[src/sdcd_pkg.sv]
package sdcd_pkg;
    // Field widths
    localparam int BANK_W = 3;   // Bank select width
    localparam int ADDR_W = 14;  // Address width
    localparam int OP_W   = 16;  // Opcode field width

    // Address bit positions
    localparam int AUTO_CLOSE_BIT = 10;  // Auto close / all banks / long cal
    localparam int BURST_CHOP_BIT = 12;  // burst_chop_n
    localparam int RESERVED_BIT   = 13;  // reserved_bit

    // Mode register index and two-bit field for on-the-fly burst select
    localparam logic [BANK_W-1:0] MODE_REG0   = 3'h0;
    localparam int                OTF_SEL_LO  = 0;  // Burst field low bit
    localparam logic [1:0]        BURST_OTF   = 2'h1;  // Per-command burst code
    localparam logic [1:0]        BURST_FIX4  = 2'h2;  // Fixed four-beat code

    // Burst lengths in clock cycles (two beats per clock)
    localparam logic [2:0] BEATS8_CYC = 3'h4;
    localparam logic [2:0] BEATS4_CYC = 3'h2;

    // Least cycles after self-recharge exit before a write
    localparam int unsigned          SR_EXIT_WAIT_NCK = 512;
    localparam logic [9:0]           SR_EXIT_WAIT     = 10'(SR_EXIT_WAIT_NCK);

    // Strobe codes {row, column, write} with select low
    localparam logic [2:0] CODE_LOAD   = 3'h0;
    localparam logic [2:0] CODE_RECHG  = 3'h1;
    localparam logic [2:0] CODE_CLOSE  = 3'h2;
    localparam logic [2:0] CODE_OPEN   = 3'h3;
    localparam logic [2:0] CODE_WRITE  = 3'h4;
    localparam logic [2:0] CODE_READ   = 3'h5;
    localparam logic [2:0] CODE_CAL    = 3'h6;
    localparam logic [2:0] CODE_IDLE   = 3'h7;

    // Device power state, one-hot
    typedef enum logic [2:0] {
        SDCD_AWAKE = 3'h1,
        SDCD_SLEEP = 3'h2,
        SDCD_SELF  = 3'h4
    } sdcd_pwr_t;

    // Decoded command kinds, one-hot
    typedef enum logic [11:0] {
        SDCD_NONE   = 12'h001,
        SDCD_LOAD   = 12'h002,
        SDCD_RECHG  = 12'h004,
        SDCD_SRE    = 12'h008,
        SDCD_SRX    = 12'h010,
        SDCD_SLPIN  = 12'h020,
        SDCD_SLPOUT = 12'h040,
        SDCD_OPEN   = 12'h080,
        SDCD_CLOSE  = 12'h100,
        SDCD_WRITE  = 12'h200,
        SDCD_READ   = 12'h400,
        SDCD_CAL    = 12'h800
    } sdcd_cmd_t;
endpackage

[src/sdcd_if.sv]
`timescale 1ns/1ps
// Command pins between controller and memory
interface sdcd_if;
    logic                        cke;          // Clock enable
    logic                        cs_n;         // Chip select
    logic                        ras_n;        // Row strobe
    logic                        cas_n;        // Column strobe
    logic                        we_n;         // Write enable
    logic [sdcd_pkg::BANK_W-1:0] bank;         // Bank select
    logic [sdcd_pkg::ADDR_W-1:0] addr;         // Address
    logic                        termination_control; // Termination pin
    logic                        rst_n;        // Device reset, active low

    modport ctrl (output cke, cs_n, ras_n, cas_n, we_n, bank, addr, termination_control, rst_n);
    modport mem  (input  cke, cs_n, ras_n, cas_n, we_n, bank, addr, termination_control, rst_n);
endinterface

[src/sdcd_mem.sv]
`timescale 1ns/1ps
module sdcd_mem
    import sdcd_pkg::*;
(
    // Clock and reset
    input  wire logic              mclk,
    input  wire logic              sys_rst,
    // Command pins
    sdcd_if.mem                    pins,
    // Decoded command
    output sdcd_cmd_t              cmd,
    output logic [BANK_W-1:0]      cmd_bank,
    output logic [ADDR_W-1:0]      cmd_addr,
    output logic                   all_rows_close_cmd,
    output logic                   long_impedance_cal,
    output logic                   auto_close_flag,
    output logic                   chopped_four_burst,
    // Status
    output sdcd_pwr_t              pwr_state,
    output logic                   burst_busy,
    output logic                   burst_close,
    output logic                   termination_on,
    output logic [OP_W-1:0]        mode_reg0
);
    // Synchronised pins, two stages each
    localparam int PW = 7 + BANK_W + ADDR_W;
    // Idle pin levels, so no false clock enable edge follows reset
    localparam logic [PW-1:0] PIN_IDLE = {1'b0, 1'b1, 1'b1, 1'b0, CODE_IDLE, {(BANK_W + ADDR_W){1'b0}}};
    logic [PW-1:0] p_raw;
    assign p_raw = {pins.termination_control, pins.rst_n, pins.cke, pins.cs_n,
                    pins.ras_n, pins.cas_n, pins.we_n, pins.bank, pins.addr};

    // All state
    typedef struct packed {
        logic [PW-1:0]     m1;       // First stage, read only by second
        logic [PW-1:0]     m2;       // Second stage
        logic              cke_prev; // Clock enable at previous edge
        sdcd_pwr_t         pwr;      // Power state
        sdcd_cmd_t         cmd;      // Decoded command
        logic [BANK_W-1:0] bank;     // Command bank
        logic [ADDR_W-1:0] addr;     // Command address
        logic              allc;     // All-bank close
        logic              lcal;     // Long calibration
        logic              ac;       // Auto close
        logic              chop;     // Four-beat burst
        logic              term;     // Termination active
        logic [OP_W-1:0]   mr0;      // Mode register 0
    } sdcd_mem_st_t;

    sdcd_mem_st_t s_q, s_d;

    // Decoded pin fields
    logic              p_term, p_rst_n, p_cke, p_cs_n;
    logic [2:0]        p_code;
    logic [BANK_W-1:0] p_bank;
    logic [ADDR_W-1:0] p_addr;
    logic              b_start, b_busy, b_close;
    logic [2:0]        b_len;

    assign {p_term, p_rst_n, p_cke, p_cs_n, p_code, p_bank, p_addr} = s_q.m2;

    // Strobe code, select high counts as idle
    function automatic logic [2:0] strobe_code(input logic cs_n, input logic [2:0] code);
        strobe_code = cs_n ? CODE_IDLE : code;
    endfunction

    // Burst length per mode and A12
    function automatic logic [2:0] burst_len(input logic [OP_W-1:0] mr, input logic a12);
        if (mr[OTF_SEL_LO +: 2] == BURST_OTF) begin
            burst_len = a12 ? BEATS8_CYC : BEATS4_CYC;
        end else begin
            burst_len = (mr[OTF_SEL_LO +: 2] == BURST_FIX4) ? BEATS4_CYC : BEATS8_CYC;
        end
    endfunction

    // Burst runner
    sdcd_burst u_burst (
        .mclk        (mclk),
        .sys_rst     (sys_rst),
        .start       (b_start),
        .len_cyc     (b_len),
        .auto_close  (p_addr[AUTO_CLOSE_BIT]),
        .busy        (b_busy),
        .close_pulse (b_close)
    );

    // Next state: decode from sampled pins only
    always_comb begin
        logic [2:0] code;
        code    = strobe_code(p_cs_n, p_code);
        s_d     = s_q;
        s_d.m1  = p_raw;
        s_d.m2  = s_q.m1;
        s_d.cke_prev = p_cke;
        s_d.cmd = SDCD_NONE;
        s_d.bank = p_bank;
        s_d.addr = p_addr;
        b_start = 1'b0;
        b_len   = burst_len(s_q.mr0, p_addr[BURST_CHOP_BIT]);
        unique case (s_q.pwr)
            SDCD_SELF: begin
                // An edge with clock enable high and an idle or deselect code leaves
                if (p_cke && code == CODE_IDLE) begin
                    s_d.pwr = SDCD_AWAKE;
                    s_d.cmd = SDCD_SRX;
                end
            end
            SDCD_SLEEP: begin
                // No refresh while asleep
                if (p_cke && code == CODE_IDLE) begin
                    s_d.pwr = SDCD_AWAKE;
                    s_d.cmd = SDCD_SLPOUT;
                end
            end
            SDCD_AWAKE: begin
                if (s_q.cke_prev && !p_cke) begin
                    // Clock enable falling
                    if (code == CODE_RECHG) begin
                        s_d.pwr = SDCD_SELF;
                        s_d.cmd = SDCD_SRE;
                    end else if (code == CODE_IDLE) begin
                        s_d.pwr = SDCD_SLEEP;
                        s_d.cmd = SDCD_SLPIN;
                    end
                end else if (s_q.cke_prev && p_cke) begin
                    unique case (code)
                        CODE_LOAD: begin
                            s_d.cmd = SDCD_LOAD;
                            if (p_bank == MODE_REG0) begin
                                s_d.mr0 = OP_W'(p_addr);
                            end
                        end
                        CODE_RECHG: s_d.cmd = SDCD_RECHG;
                        CODE_CLOSE: begin
                            s_d.cmd  = SDCD_CLOSE;
                            s_d.allc = p_addr[AUTO_CLOSE_BIT];
                        end
                        CODE_OPEN: s_d.cmd = SDCD_OPEN;
                        CODE_WRITE, CODE_READ: begin
                            // Bank, column; A13 ignored
                            s_d.cmd  = (code == CODE_WRITE) ? SDCD_WRITE : SDCD_READ;
                            s_d.ac   = p_addr[AUTO_CLOSE_BIT];
                            s_d.chop = (b_len == BEATS4_CYC);
                            s_d.addr[RESERVED_BIT] = 1'b0;
                            b_start  = !b_busy;
                        end
                        CODE_CAL: begin
                            s_d.cmd  = SDCD_CAL;
                            s_d.lcal = p_addr[AUTO_CLOSE_BIT];
                        end
                        CODE_IDLE: s_d.cmd = SDCD_NONE;
                    endcase
                end
            end
            default: s_d.pwr = SDCD_AWAKE;
        endcase
        // Termination pin never decodes; dead in self recharge
        s_d.term = p_term && (s_d.pwr != SDCD_SELF);
        if (!p_rst_n) begin
            // Device reset pin
            s_d.pwr = SDCD_AWAKE;
            s_d.cmd = SDCD_NONE;
            s_d.mr0 = '0;
        end
    end

    // Register
    always_ff @(posedge mclk or posedge sys_rst) begin
        if (sys_rst) begin
            s_q          <= '0;
            s_q.m1       <= PIN_IDLE;
            s_q.m2       <= PIN_IDLE;
            s_q.cke_prev <= 1'b1;
            s_q.pwr      <= SDCD_AWAKE;
            s_q.cmd      <= SDCD_NONE;
        end else begin
            s_q <= s_d;
        end
    end

    // Outputs
    assign cmd                = s_q.cmd;
    assign cmd_bank           = s_q.bank;
    assign cmd_addr           = s_q.addr;
    assign all_rows_close_cmd = s_q.allc;
    assign long_impedance_cal = s_q.lcal;
    assign auto_close_flag    = s_q.ac;
    assign chopped_four_burst = s_q.chop;
    assign pwr_state          = s_q.pwr;
    assign burst_busy         = b_busy;
    assign burst_close        = b_close;
    assign termination_on     = s_q.term;
    assign mode_reg0          = s_q.mr0;
endmodule

[src/sdcd_burst.sv]
`timescale 1ns/1ps
// Burst runner: once started a burst runs to its end
module sdcd_burst
    import sdcd_pkg::*;
(
    // Clock and reset
    input  wire logic       mclk,
    input  wire logic       sys_rst,
    // Start request
    input  wire logic       start,
    input  wire logic [2:0] len_cyc,
    input  wire logic       auto_close,
    // Status
    output logic            busy,
    output logic            close_pulse
);
    // All state
    typedef struct packed {
        logic [2:0] cnt;    // Cycles left
        logic       ac;     // Close row at end
        logic       close;  // Close pulse
    } sdcd_burst_st_t;

    sdcd_burst_st_t s_q, s_d;

    // Next state
    always_comb begin
        s_d = s_q;
        s_d.close = 1'b0;
        if (s_q.cnt != 3'h0) begin
            // Count down; nothing aborts the burst
            s_d.cnt = s_q.cnt - 3'h1;
            if (s_q.cnt == 3'h1) begin
                s_d.close = s_q.ac;
            end
        end else if (start) begin
            s_d.cnt = len_cyc;
            s_d.ac  = auto_close;
        end
    end

    // Register
    always_ff @(posedge mclk or posedge sys_rst) begin
        if (sys_rst) begin
            s_q <= '0;
        end else begin
            s_q <= s_d;
        end
    end

    assign busy        = (s_q.cnt != 3'h0);
    assign close_pulse = s_q.close;
endmodule

[src/flat_wrapper.sv]
// flat-port wrapper written by rule: the top's interface ports become plain ports
module sdcd_mem_flat import sdcd_pkg::*;
  (mclk, sys_rst, cmd, cmd_bank, cmd_addr, all_rows_close_cmd, long_impedance_cal, auto_close_flag, chopped_four_burst, pwr_state, burst_busy, burst_close, termination_on, mode_reg0, pins_cke, pins_cs_n, pins_ras_n, pins_cas_n, pins_we_n, pins_bank, pins_addr, pins_termination_control, pins_rst_n);
  sdcd_if pins_i ();
  input  wire logic mclk;
  input  wire logic sys_rst;
  output sdcd_cmd_t cmd;
  output logic [BANK_W-1:0] cmd_bank;
  output logic [ADDR_W-1:0] cmd_addr;
  output logic all_rows_close_cmd;
  output logic long_impedance_cal;
  output logic auto_close_flag;
  output logic chopped_four_burst;
  output sdcd_pwr_t pwr_state;
  output logic burst_busy;
  output logic burst_close;
  output logic termination_on;
  output logic [OP_W-1:0] mode_reg0;
  input wire logic [$bits(pins_i.cke)-1:0] pins_cke;
  input wire logic [$bits(pins_i.cs_n)-1:0] pins_cs_n;
  input wire logic [$bits(pins_i.ras_n)-1:0] pins_ras_n;
  input wire logic [$bits(pins_i.cas_n)-1:0] pins_cas_n;
  input wire logic [$bits(pins_i.we_n)-1:0] pins_we_n;
  input wire logic [$bits(pins_i.bank)-1:0] pins_bank;
  input wire logic [$bits(pins_i.addr)-1:0] pins_addr;
  input wire logic [$bits(pins_i.termination_control)-1:0] pins_termination_control;
  input wire logic [$bits(pins_i.rst_n)-1:0] pins_rst_n;
  assign pins_i.cke = pins_cke;
  assign pins_i.cs_n = pins_cs_n;
  assign pins_i.ras_n = pins_ras_n;
  assign pins_i.cas_n = pins_cas_n;
  assign pins_i.we_n = pins_we_n;
  assign pins_i.bank = pins_bank;
  assign pins_i.addr = pins_addr;
  assign pins_i.termination_control = pins_termination_control;
  assign pins_i.rst_n = pins_rst_n;
  sdcd_mem u_core (.mclk(mclk), .sys_rst(sys_rst), .pins(pins_i), .cmd(cmd), .cmd_bank(cmd_bank), .cmd_addr(cmd_addr), .all_rows_close_cmd(all_rows_close_cmd), .long_impedance_cal(long_impedance_cal), .auto_close_flag(auto_close_flag), .chopped_four_burst(chopped_four_burst), .pwr_state(pwr_state), .burst_busy(burst_busy), .burst_close(burst_close), .termination_on(termination_on), .mode_reg0(mode_reg0));
endmodule
[config.mk]
export PLATFORM = sky130hd
export DESIGN_NAME = sdcd_mem_flat
export DESIGN_NICKNAME = d
export VERILOG_FILES = /design/src/sdcd_pkg.sv /design/src/sdcd_if.sv /design/src/sdcd_mem.sv /design/src/sdcd_burst.sv /design/src/flat_wrapper.sv
export SDC_FILE = /design/constraint.sdc
export NUM_CORES = 1
export LEC_CHECK = 0
export BUFFER_PORTS_ARGS = -buffer_cell sky130_fd_sc_hd__buf_2
export CAP_MARGIN = 25
export CORE_ASPECT_RATIO = 0.9
export CORE_UTILIZATION = 45
export CTS_CLUSTER_DIAMETER = 150
export CTS_CLUSTER_SIZE = 25
export DETAILED_ROUTE_END_ITERATION = 6
export HOLD_SLACK_MARGIN = 0.02
export PLACE_DENSITY = 0.68
export SYNTH_ARGS = -nofsm -noshare
export SYNTH_HDL_FRONTEND = slang
export SYNTH_SLANG_ARGS = --single-unit
[constraint.sdc]
create_clock -name mclk -period 8.2 [get_ports mclk]
set_input_delay 0.41 -clock mclk [delete_from_list [all_inputs] [get_ports mclk]]
set_output_delay 0.41 -clock mclk [all_outputs]
set_load 0.1 [all_outputs]
## Word-level counts from Yosys, hierarchy flattened

Index checks and enable logic that the tools add are counted.

- Add/sub/neg operators: 1
- Eq/ne operators: 20
- Mux-type cells: 34
- Bitwise operators: 2
- Reduce and logical (&&, ||, !) cells: 16

Operators with widths:

| operator | count |
|---|---|
| $mux W16 | 6 |
| $pmux W12 S7 | 1 |
| $mux W15 | 5 |
| $pmux W12 S3 | 1 |
| $mux W12 | 2 |
| $mux W3 | 6 |
| $eq A3 B3 Y1 const B | 5 |
| $eq A3 B2 Y1 const B | 4 |
| $reduce_and A4 Y1 | 3 |
| $mux W11 | 1 |
| $mux W1 | 10 |
| $ne A2 B2 Y1 const B | 5 |
| $eq A3 B1 Y1 const B | 3 |
| $pmux W3 S3 | 1 |
| $logic_not A3 Y1 | 2 |
| $reduce_and A5 Y1 | 1 |
| $logic_and A1 B1 Y1 | 4 |
| $mux W4 | 1 |
| $ne A3 B3 Y1 const B | 1 |
| $reduce_bool A3 Y1 | 1 |
| $sub A3 B1 Y3 const B | 1 |
| $eq A2 B1 Y1 const B | 1 |
| $eq A2 B2 Y1 const B | 1 |
| $logic_not A1 Y1 | 2 |
| other kinds (4) | 5 |

- Bits in registers: 107
- Input port bits: 26
- Output and inout port bits: 55
- Word-level logic and storage cells: 89

## Depth between registers and ports, before layout

Gate-level depths: netlist of the first run.

- Depth in word-level cells: 9
- Gate-level depth with buffers: 7
- Gate-level depth less buffers: 7

## Cells and area by module

From an unflattened synthesis of the first run, not the netlist that was laid out.

- Cells, all modules: 289
- Area total of the unflattened synthesis: 3908.7 um^2

By module, submodules not included:

| module | instances | cells an instance | area an instance (um^2) | sequential area each (um^2) |
|---|---|---|---|---|
| sdcd_mem | 1 | 265 | 3619.7 | 2518.7 |
| sdcd_burst | 1 | 24 | 289.0 | 125.1 |

## Least setup slack after synthesis of the first run

OpenSTA, ideal clock, no wires.

- Path kind: register to register
- Start point: register u_core.u_burst.s_q[2] (netlist name)
- End point: register u_core.u_burst.s_q[1] (netlist name)
- Library setup time: 0.128 ns
- Arrival: 1.871 ns
- Data required time: 8.072 ns
- Slack: 6.201 ns
- Stages on the path, launching flop included: 7
- Buffers on the path: 0
- Clock period less this slack: 1.999 ns
- Path through: dfrtp_1 -> inv_1 -> ha_1 -> nor2b_1 -> inv_1 -> nor2_1 -> mux2_1

- Cells in the longest elaborated chain, start to end: 7
- Elaborated cells between the ends (all ways): 8
- Classes of those cells: mux (4); bitwise (1); reduce/logical (3)

RTL lines:

| element | line | RTL |
|---|---|---|
| from (decl) | sdcd_burst.sv:24 | `sdcd_burst_st_t s_q, s_d;` |
| from (signal assigned) | sdcd_burst.sv:45 | `s_q <= '0;` |
| from (signal assigned) | sdcd_burst.sv:47 | `s_q <= s_d;` |
| $reduce_bool A3 Y1 * | sdcd_burst.sv:51 | `assign busy = (s_q.cnt != 3'h0);` |
| named net burst_busy | flat_wrapper.sv:15 | `output logic burst_busy;` |
| $logic_not A1 Y1 | sdcd_mem.sv:145 | `b_start = !b_busy;` |
| $mux W1 | sdcd_mem.sv:126 | `unique case (code)` |
| $mux W1 | sdcd_mem.sv:125 | `end else if (s_q.cke_prev && p_cke) begin` |
| $mux W1 | sdcd_mem.sv:116 | `if (s_q.cke_prev && !p_cke) begin` |
| $mux W1 | sdcd_mem.sv:100 | `unique case (s_q.pwr)` |
| $reduce_and A2 Y1 (no source line) * | n/a |  |

The timed path passes the listed nets; every way through them passes the cells marked *.
A chain may end at the register's enable or synchronous reset.

## Final worst setup path of the first run

- Start point: register u_core.u_burst.s_q[2] (netlist name)
- End point: output port burst_busy

- Cells in the longest elaborated chain, start to end: 1

RTL lines:

| element | line |
|---|---|
| $reduce_bool A3 Y1 | sdcd_burst.sv:51 |
| to (decl) | flat_wrapper.sv:15 |

No other way between the ends.

==> metrics.yaml, run 1 <==
post-place-ws_ns: 6.23
relSlewSlack: 0.476
cts-root-buf: "clkbuf_8"
crit_arrival_ns: 1.79
grt_use_total: 0.140
criticalPathCategory: "reg -> out"
slew_viol_final: 0
cts_sinks: 105
r2r-start: "u_core.pwr_state[0]"
cts_resized: 0
die_area_um2: 8780
syn_inst: 283
drt_iter0_drc: 75
layout.cells.non_filler: 422
wl_um: 5680
critPathLaunch: "u_core.u_burst.s_q[2]"
cts_tree: "yes"
yosys.area.top_type: "dfrtp_1"
status: "finished, final reports clean"
peakVddDrop_mv: 0.127
areaGrowthSynthToFinish_pct: 9.12
ys_seq_elements: 105
setup_ws_ns: 6.00
htreeDepth: 3
antenna_found_initial: 0
startpoint_type: "register"
start_util: 0.467
ios: 81
ys_seq_area_frac: 0.699
ys_types: 44
hpwl_um: 3840
core_area_um2: 8110
synth_area_um2: 3780
cts_setup_buffers: 0
gp_congestion: 0.818
fp.dieW_um: 98.7
ant_nets: 0
mostFrequentLayoutCell: "dfrtp_1"
hold_viol: 0
maxCapViolCount: 0
drt-pass1-iter-count: 4
grt_pass1_vias: 1920
timing.setup.tns_ns: 0
layout_common_cells: "dfrtp_1 (92), buf_2 (78), nand2_1 (18)"
place_inst: 406
cts.clk_slew.worst_paths_ns: 0.09
rows: 31
wl_per_cell_um: 13.5
worstMarginPinSlew_ns: 0.786
p_leak_nw: 2.02
seq_area_um2: 2640
hp-class: "in -> async"
netlist.area_leader.share: 0.608
vias: 1984
synth-main-ff-cell: "dfrtp_1"
fin_nets: 347
cts.path.max_buffers: 2
required_ns: 7.79
hold_buffers: 0
place.port_buffers: 78
powerDensity_nw_per_um2: 260
insertion_delay_ns: 0.35
synth.top_cells.by_area: "dfrtp_1 (61%), buf_4 (9.5%), dfstp_2 (9.0%)"
rsz0062_at_grt: "false"
critPathCaptureType: "output port"
nFillCells: 705
grt_pass1_wl_um: 9190
synth_edf_count: 0
numCtsBuffers: 9
setup_viol_count_final: 0
avgSynthCellArea_um2: 13.4
grt_max_degree: 66
clock.fmax_ghz: 0.455
async_reset_ff_frac: 1.00
period_share: 0.268
multiInputGateArea_um2: 713
die_h_um: 89.0
gr-total-overflow: 0
drc: 0
clock-skew-final_ns: 0.00840
fin_crit_ns: 2.20
crit_path_max_fanout: 5
drive_gt1_frac: 0.372
diodes: 0
drt-vias-per-instance: 4.70
yosysWarnings: 0
[where the power goes]
group | leakage [nW] | total [mW] | switching (mW) | internal [mW]
Combinational | 0.638 | 0.184 | 0.144 | 0.0400
Clock | 0.108 | 0.315 | 0.160 | 0.155
Sequential | 1.28 | 0.573 | 0.0206 | 0.552
[final timing paths]
path                                        to  slack, ns  cells past startpoint
setup / recovery                    burst_busy       6.00                      5
min in group mclk               u_core.s_d[71]       0.15                      1
setup reg to reg           u_core.mode_reg0[2]       6.24                      4
hold reg to reg               u_core.p_bank[0]       0.35                      0
hold / removal              u_core.cmd_addr[0]       0.08                      2
max in group asynchronous  u_core.cmd_addr[12]       6.94                      3
[flip-flops by register name, summed over array words and instances, names as in the netlist]
name                        count
u_core.p_code                   3
u_core.p_rst_n                  1
u_core.cmd_bank                 3
u_core.u_burst.close_pulse      1
u_core.long_impedance_cal       1
u_core.termination_on           1
u_core.p_cke                    1
u_core.cmd                     12
u_core.pwr_state                3
u_core.mode_reg0               14
u_core.p_bank                   3
u_core.u_burst.s_q              4
u_core.all_rows_close_cmd       1
u_core.p_addr                  14
u_core.s_q                      1
u_core.cmd_addr                14
u_core.p_cs_n                   1
u_core.auto_close_flag          1
u_core.chopped_four_burst       1
u_core.p_term                   1
u_core.s_d                     24
[cell families (layout without fill, tap and decap cells)]
group	after synthesis	count (layout)	synth area share
AOI/OAI and AO/OA	30	30	0.0466
adders and majority gates	3	3	0.00992
muxes	4	4	0.0119
and+or+nand+nor	73	73	0.116
xor gates and xnor gates	1	1	0.00231
DFF	105	105	0.699
buffers and inverters	66	105	0.114
other	1	2	0.000991
[cell usage after synthesis (6+ instances only)]
cell type and instances:
a21oi_1 6, buf_4 48, dfrtp_1 92, dfstp_2 13, inv_1 10, nand2_1 18
nand3_1 16, nor2_1 11, nor3_1 7, o21ai_1 14
[stage by stage]
step / hold WS [ns] / util / total power, mW / instance area, µm²
2_1_floorplan: 0.331 / - / 0.742 / 3790
4_1_cts: 0.0837 / 0.509 / 1.09 / 4130
6_report: 0.0755 / 0.509 / 1.07 / 4130
5_1_grt: 0.101 / 0.509 / 1.13 / 4130
3_5_place_dp: 0.335 / 0.483 / 0.769 / 3920
3_3_place_gp: 0.331 / 0.483 / 0.765 / 3920
[metal layers]
layer / share of wire / global-route usage / vias up
li1: - / - / 950
met1: 0.43 / 0.170 / 965
met2: 0.49 / 0.229 / 60
met3: 0.062 / 0.0508 / 9
met4: 0.016 / 0.0611 / 0
met5: 0 / 0 / -
[worst max-delay path, cell delays in order (launching register included)]
cell and delay (ns):
dfrtp_1 0.41, inv_1 0.09, ha_1 0.18, nor2b_1 0.30, inv_1 0.14, buf_2 0.32
[cell type report]
type	count	area share
Clock buffer	14	0.0470
Tap cell	99	0.0300
Sequential cell	105	0.640
Clock inverter	2	0.00424
Multi-Input combinational cell	113	0.173
Inverter	10	0.00969
Timing Repair Buffer	79	0.0963
Note: power is estimated with default switching activity, not from simulation.
==> inputs of run 2 (changes only) <==
- clock period: 8.2 -> 2.3 ns (I/O delays scaled with it)
==> metrics.yaml, run 2 (synthesized netlist as in run 1, its figures left out) <==
period_share: 0.865
numCtsBuffers: 9
drc: 0
required_ns: 2.53
drive_gt1_frac: 0.347
min_to: "u_core.p_addr[13]"
largest_register_ffs: 24
mostFrequentLayoutCell: "dfrtp_1"
crit_buf_inv: 0
r2r_cells: 4
grt_pass1_wl_um: 9610
fin_crit_ns: 1.99
hp-class: "reg -> reg"
hold_viol: 0
vias: 2067
hold_path.startpoint: "u_core.s_d[67]"
dr_wl_met3_um: 357
areaGrowthSynthToFinish_pct: 16.5
critPathCaptureType: "register"
holdWs_ns: 0.354
insertion_delay_ns: 0.35
wl_per_cell_um: 13.2
ant_nets: 0
clock.fmax_ghz: 0.503
timing.setup.tns_ns: 0
wl_met1_um: 2580
slew_viol_final: 0
core_area_um2: 8110
max_stage_delay_ns: 0.59
slowest_stage: "dfstp_2"
place_inst: 407
antenna_found_initial: 0
cts_setup_buffers: 0
layout_common_cells: "dfrtp_1 (92), buf_2 (78), dlygate4sd3_1 (25)"
rsz0062_at_grt: "false"
cts-root-buf: "clkbuf_8"
critical_path.top_delay_family: "simple AND/OR/NAND/NOR gates"
cts_sinks: 105
drt-vias-per-instance: 4.61
wl_met2_um: 2920
final_util: 0.544
rr_endpoint: "u_core.all_rows_close_cmd"
die_h_um: 89.0
grt_max_degree: 106
htreeDepth: 3
cts.path.max_buffers: 2
start_util: 0.467
maxCapViolCount: 0
grt_pass1_vias: 1989
drt_iter0_drc: 85
powerDensity_nw_per_um2: 893
gr-total-overflow: 0
relSlewSlack: 0.636
die_area_um2: 8780
diodes: 0
fin_nets: 373
crit_path_max_fanout: 10
hpwl_um: 3880
hold_depth: 0
wl_um: 5930
ios: 81
highest_layer: "met4"
gp_congestion: 0.796
p_leak_nw: 2.13
worstMarginPinSlew_ns: 0.541
cts.clk_slew.worst_paths_ns: 0.10
r2r_setup_slack_ns: 0.31
peakVddDrop_mv: 0.452
layout.cells.non_filler: 448
r2r-start: "u_core.pwr_state[0]"
crit_chain: "nor3b_4 > nand3_2 > nor3_1 > mux2_1"
status: "finished, final reports clean"
drt-pass1-iter-count: 4
criticalPathCategory: "reg -> reg"
startpoint_type: "register"
place.port_buffers: 78
cts_resized: 0
clock-skew-final_ns: 0.0110
rows: 31
fp.dieW_um: 98.7
setup_viol_count_final: 0
grt_use_total: 0.145
cts_tree: "yes"
critPathLaunch: "u_core.pwr_state[0]"
crit_arrival_ns: 2.22
run 2: power by group:
| part | leakage, nW | internal (mW) | switching (mW) |
|---|---|---|---|
| combinational | 0.747 | 0.173 | 0.524 |
| sequential | 1.28 | 1.97 | 0.0678 |
| clock | 0.107 | 0.617 | 0.585 |
run 2: final cells by class:
class	count	area (µm²)
clock inverter	6	90.1
inverter	10	41.3
timing repair buffer	105	668
clock buffer	10	128
sequential	105	2640
fill	677	3700
tap	99	124
multi-input combinational	113	713
run 2: timing repair:
item                       CTS  global route
hold buffers                25             0
hold endpoints to repair   116             0
setup endpoints to repair    0             0
run 2: worst max-delay path by stage:
stage | endpoint | slack (ns) | cells after the start
2_1_floorplan | u_core.u_burst.s_q[1] | 0.30 | 6
3_5_place_dp | u_core.u_burst.s_q[1] | 0.35 | 4
6_report | u_core.all_rows_close_cmd | 0.31 | 4
3_3_place_gp | u_core.u_burst.s_q[1] | 0.39 | 4
4_1_cts | u_core.all_rows_close_cmd | 0.33 | 4
5_1_grt | u_core.all_rows_close_cmd | 0.18 | 4
run 2: metal layers:
layer,global-route usage,vias up
met4,0.0583,0
met3,0.0547,5
met1,0.184,990
li1,-,1003
met2,0.230,69
met5,0,-
run 2: per-stage QoR:
step	instance area (µm²)	total power, mW	worst slack (ns)
2_1_floorplan	3790	2.64	0.301
3_3_place_gp	3940	2.73	0.385
3_5_place_dp	3940	2.74	0.349
4_1_cts	4410	3.99	0.326
5_1_grt	4410	4.13	0.178
6_report	4410	3.94	0.311
run 2: worst reg2reg max path, cell delays in order (launching register included):
cell	delay [ns]
dfstp_2	0.59
nor3b_4	0.49
nand3_2	0.22
nor3_1	0.21
mux2_1	0.34
==> inputs of run 3 (changes only) <==
- BUFFER_PORTS_ARGS: -buffer_cell sky130_fd_sc_hd__buf_2 -> -buffer_cell sky130_fd_sc_hd__buf_4
==> metrics.yaml, run 3 (synthesized netlist as in run 1, its figures left out) <==
grt_max_degree: 60
areaGrowthSynthToFinish_pct: 21.8
core_area_um2: 8110
die_area_um2: 8780
cts.clk_slew.worst_paths_ns: 0.09
r2r-start: "u_core.pwr_state[0]"
slew_viol_final: 0
crit_arrival_ns: 2.19
status: "finished, final reports clean"
timing.setup.tns_ns: 0
diodes: 0
hold_path.startpoint: "u_core.s_d[67]"
antenna_found_initial: 0
cts_sinks: 105
clock-skew-final_ns: 0.00888
rsz0062_at_grt: "false"
relSlewSlack: 0.545
drt-vias-per-instance: 4.56
criticalPathCategory: "reg -> reg"
drt_iter0_drc: 70
rr_endpoint: "u_core.u_burst.s_q[1]"
hold_depth: 0
post-place-ws_ns: 0.352
insertion_delay_ns: 0.36
cts_setup_buffers: 0
ant_nets: 0
fp.dieW_um: 98.7
power.total_mw: 4.01
largest_register_ffs: 24
maxCapViolCount: 0
grt_pass1_wl_um: 9730
rows: 31
r2r_setup_slack_ns: 0.36
hold_viol: 0
start_util: 0.467
numCtsBuffers: 9
pwr-share-clk: 0.309
layout_common_cells: "dfrtp_1 (92), buf_4 (81), dlygate4sd3_1 (25)"
grt_use_total: 0.149
vias: 2048
place.port_buffers: 78
seqPwrFrac: 0.508
worstMarginPinSlew_ns: 0.682
p_sw_frac: 0.301
critPathLaunch: "u_core.pwr_state[0]"
drc: 0
setup_ws_ns: 0.357
min_to: "u_core.p_addr[13]"
startpoint_type: "register"
wl_um: 5950
gp_congestion: 0.779
period_share: 0.845
cts.path.max_buffers: 2
holdWs_ns: 0.356
setup_viol_count_final: 0
power_frac_comb: 0.184
hp-class: "reg -> reg"
drt-pass1-iter-count: 4
fin_nets: 374
peakVddDrop_mv: 0.573
nFillCells: 669
final_util: 0.568
p_int_mw: 2.80
required_ns: 2.55
clock.fmax_ghz: 0.515
gr-total-overflow: 0
hpwl_um: 4000
grt_pass1_vias: 1976
drive_gt1_frac: 0.351
cts_resized: 0
wl_per_cell_um: 13.3
cts-root-buf: "clkbuf_8"
die_h_um: 89.0
cts_tree: "yes"
p_leak_nw: 2.17
mostFrequentLayoutCell: "dfrtp_1"
powerDensity_nw_per_um2: 871
ios: 81
critPathCaptureType: "register"
power_switching_mw: 1.21
crit_path_max_fanout: 10
htreeDepth: 3
fin_crit_ns: 1.94
r2r_cells: 4
-- run 3: through the flow --
step                cell area, µm²  cells
detailed placement            4130    408
floorplan                     3790    284
CTS                           4610    449
finish                        4610    449
global placement              4130    408
global route                  4610    449
-- run 3: power by group through the flow --
stage,clock [mW],sequential [mW],combinational [mW]
finish,1.24,2.04,0.737
global route,1.36,2.05,0.791
CTS,1.29,2.04,0.742
detailed placement,0,2.07,0.708
global placement,0,2.07,0.697
floorplan,0,2.18,0.461
-- run 3: timing repair --
item	CTS	global route
endpoints found under the setup margin	0	0
endpoints found under the hold margin	116	0
hold buffers	25	0
-- run 3: worst max-delay path by stage --
| stage | to | cells past startpoint |
|---|---|---|
| final | u_core.u_burst.s_q[1] | 4 |
| after global routing | u_core.mode_reg0[10] | 4 |
| after CTS | u_core.u_burst.s_q[1] | 4 |
| after detailed placement | u_core.u_burst.s_q[1] | 4 |
| after global placement | u_core.u_burst.s_q[1] | 4 |
| after floorplan | u_core.u_burst.s_q[1] | 6 |
-- run 3: layout make-up --
cell class,instances,area [µm²],area share
inverter,10,41.3,0.00896
sequential,105,2640,0.574
clock buffer,9,124,0.0269
multi-input combinational,113,713,0.155
clock inverter,7,104,0.0225
tap,99,124,0.0269
timing repair buffer,106,858,0.186
-- run 3: critical path, stage by stage, from the launching register on --
cell	delay, ns
dfstp_2	0.59
nor3b_4	0.48
nand4b_4	0.27
nor2_1	0.17
mux2_1	0.32
-- run 3: per-layer routing --
metal / GRT usage / vias to the layer above / wire (µm)
met4: 0.0488 / 0 / 80
met1: 0.182 / 975 / 2650
met3: 0.0625 / 7 / 329
met5: 0 / - / 0
met2: 0.245 / 59 / 2890
li1: - / 1007 / -
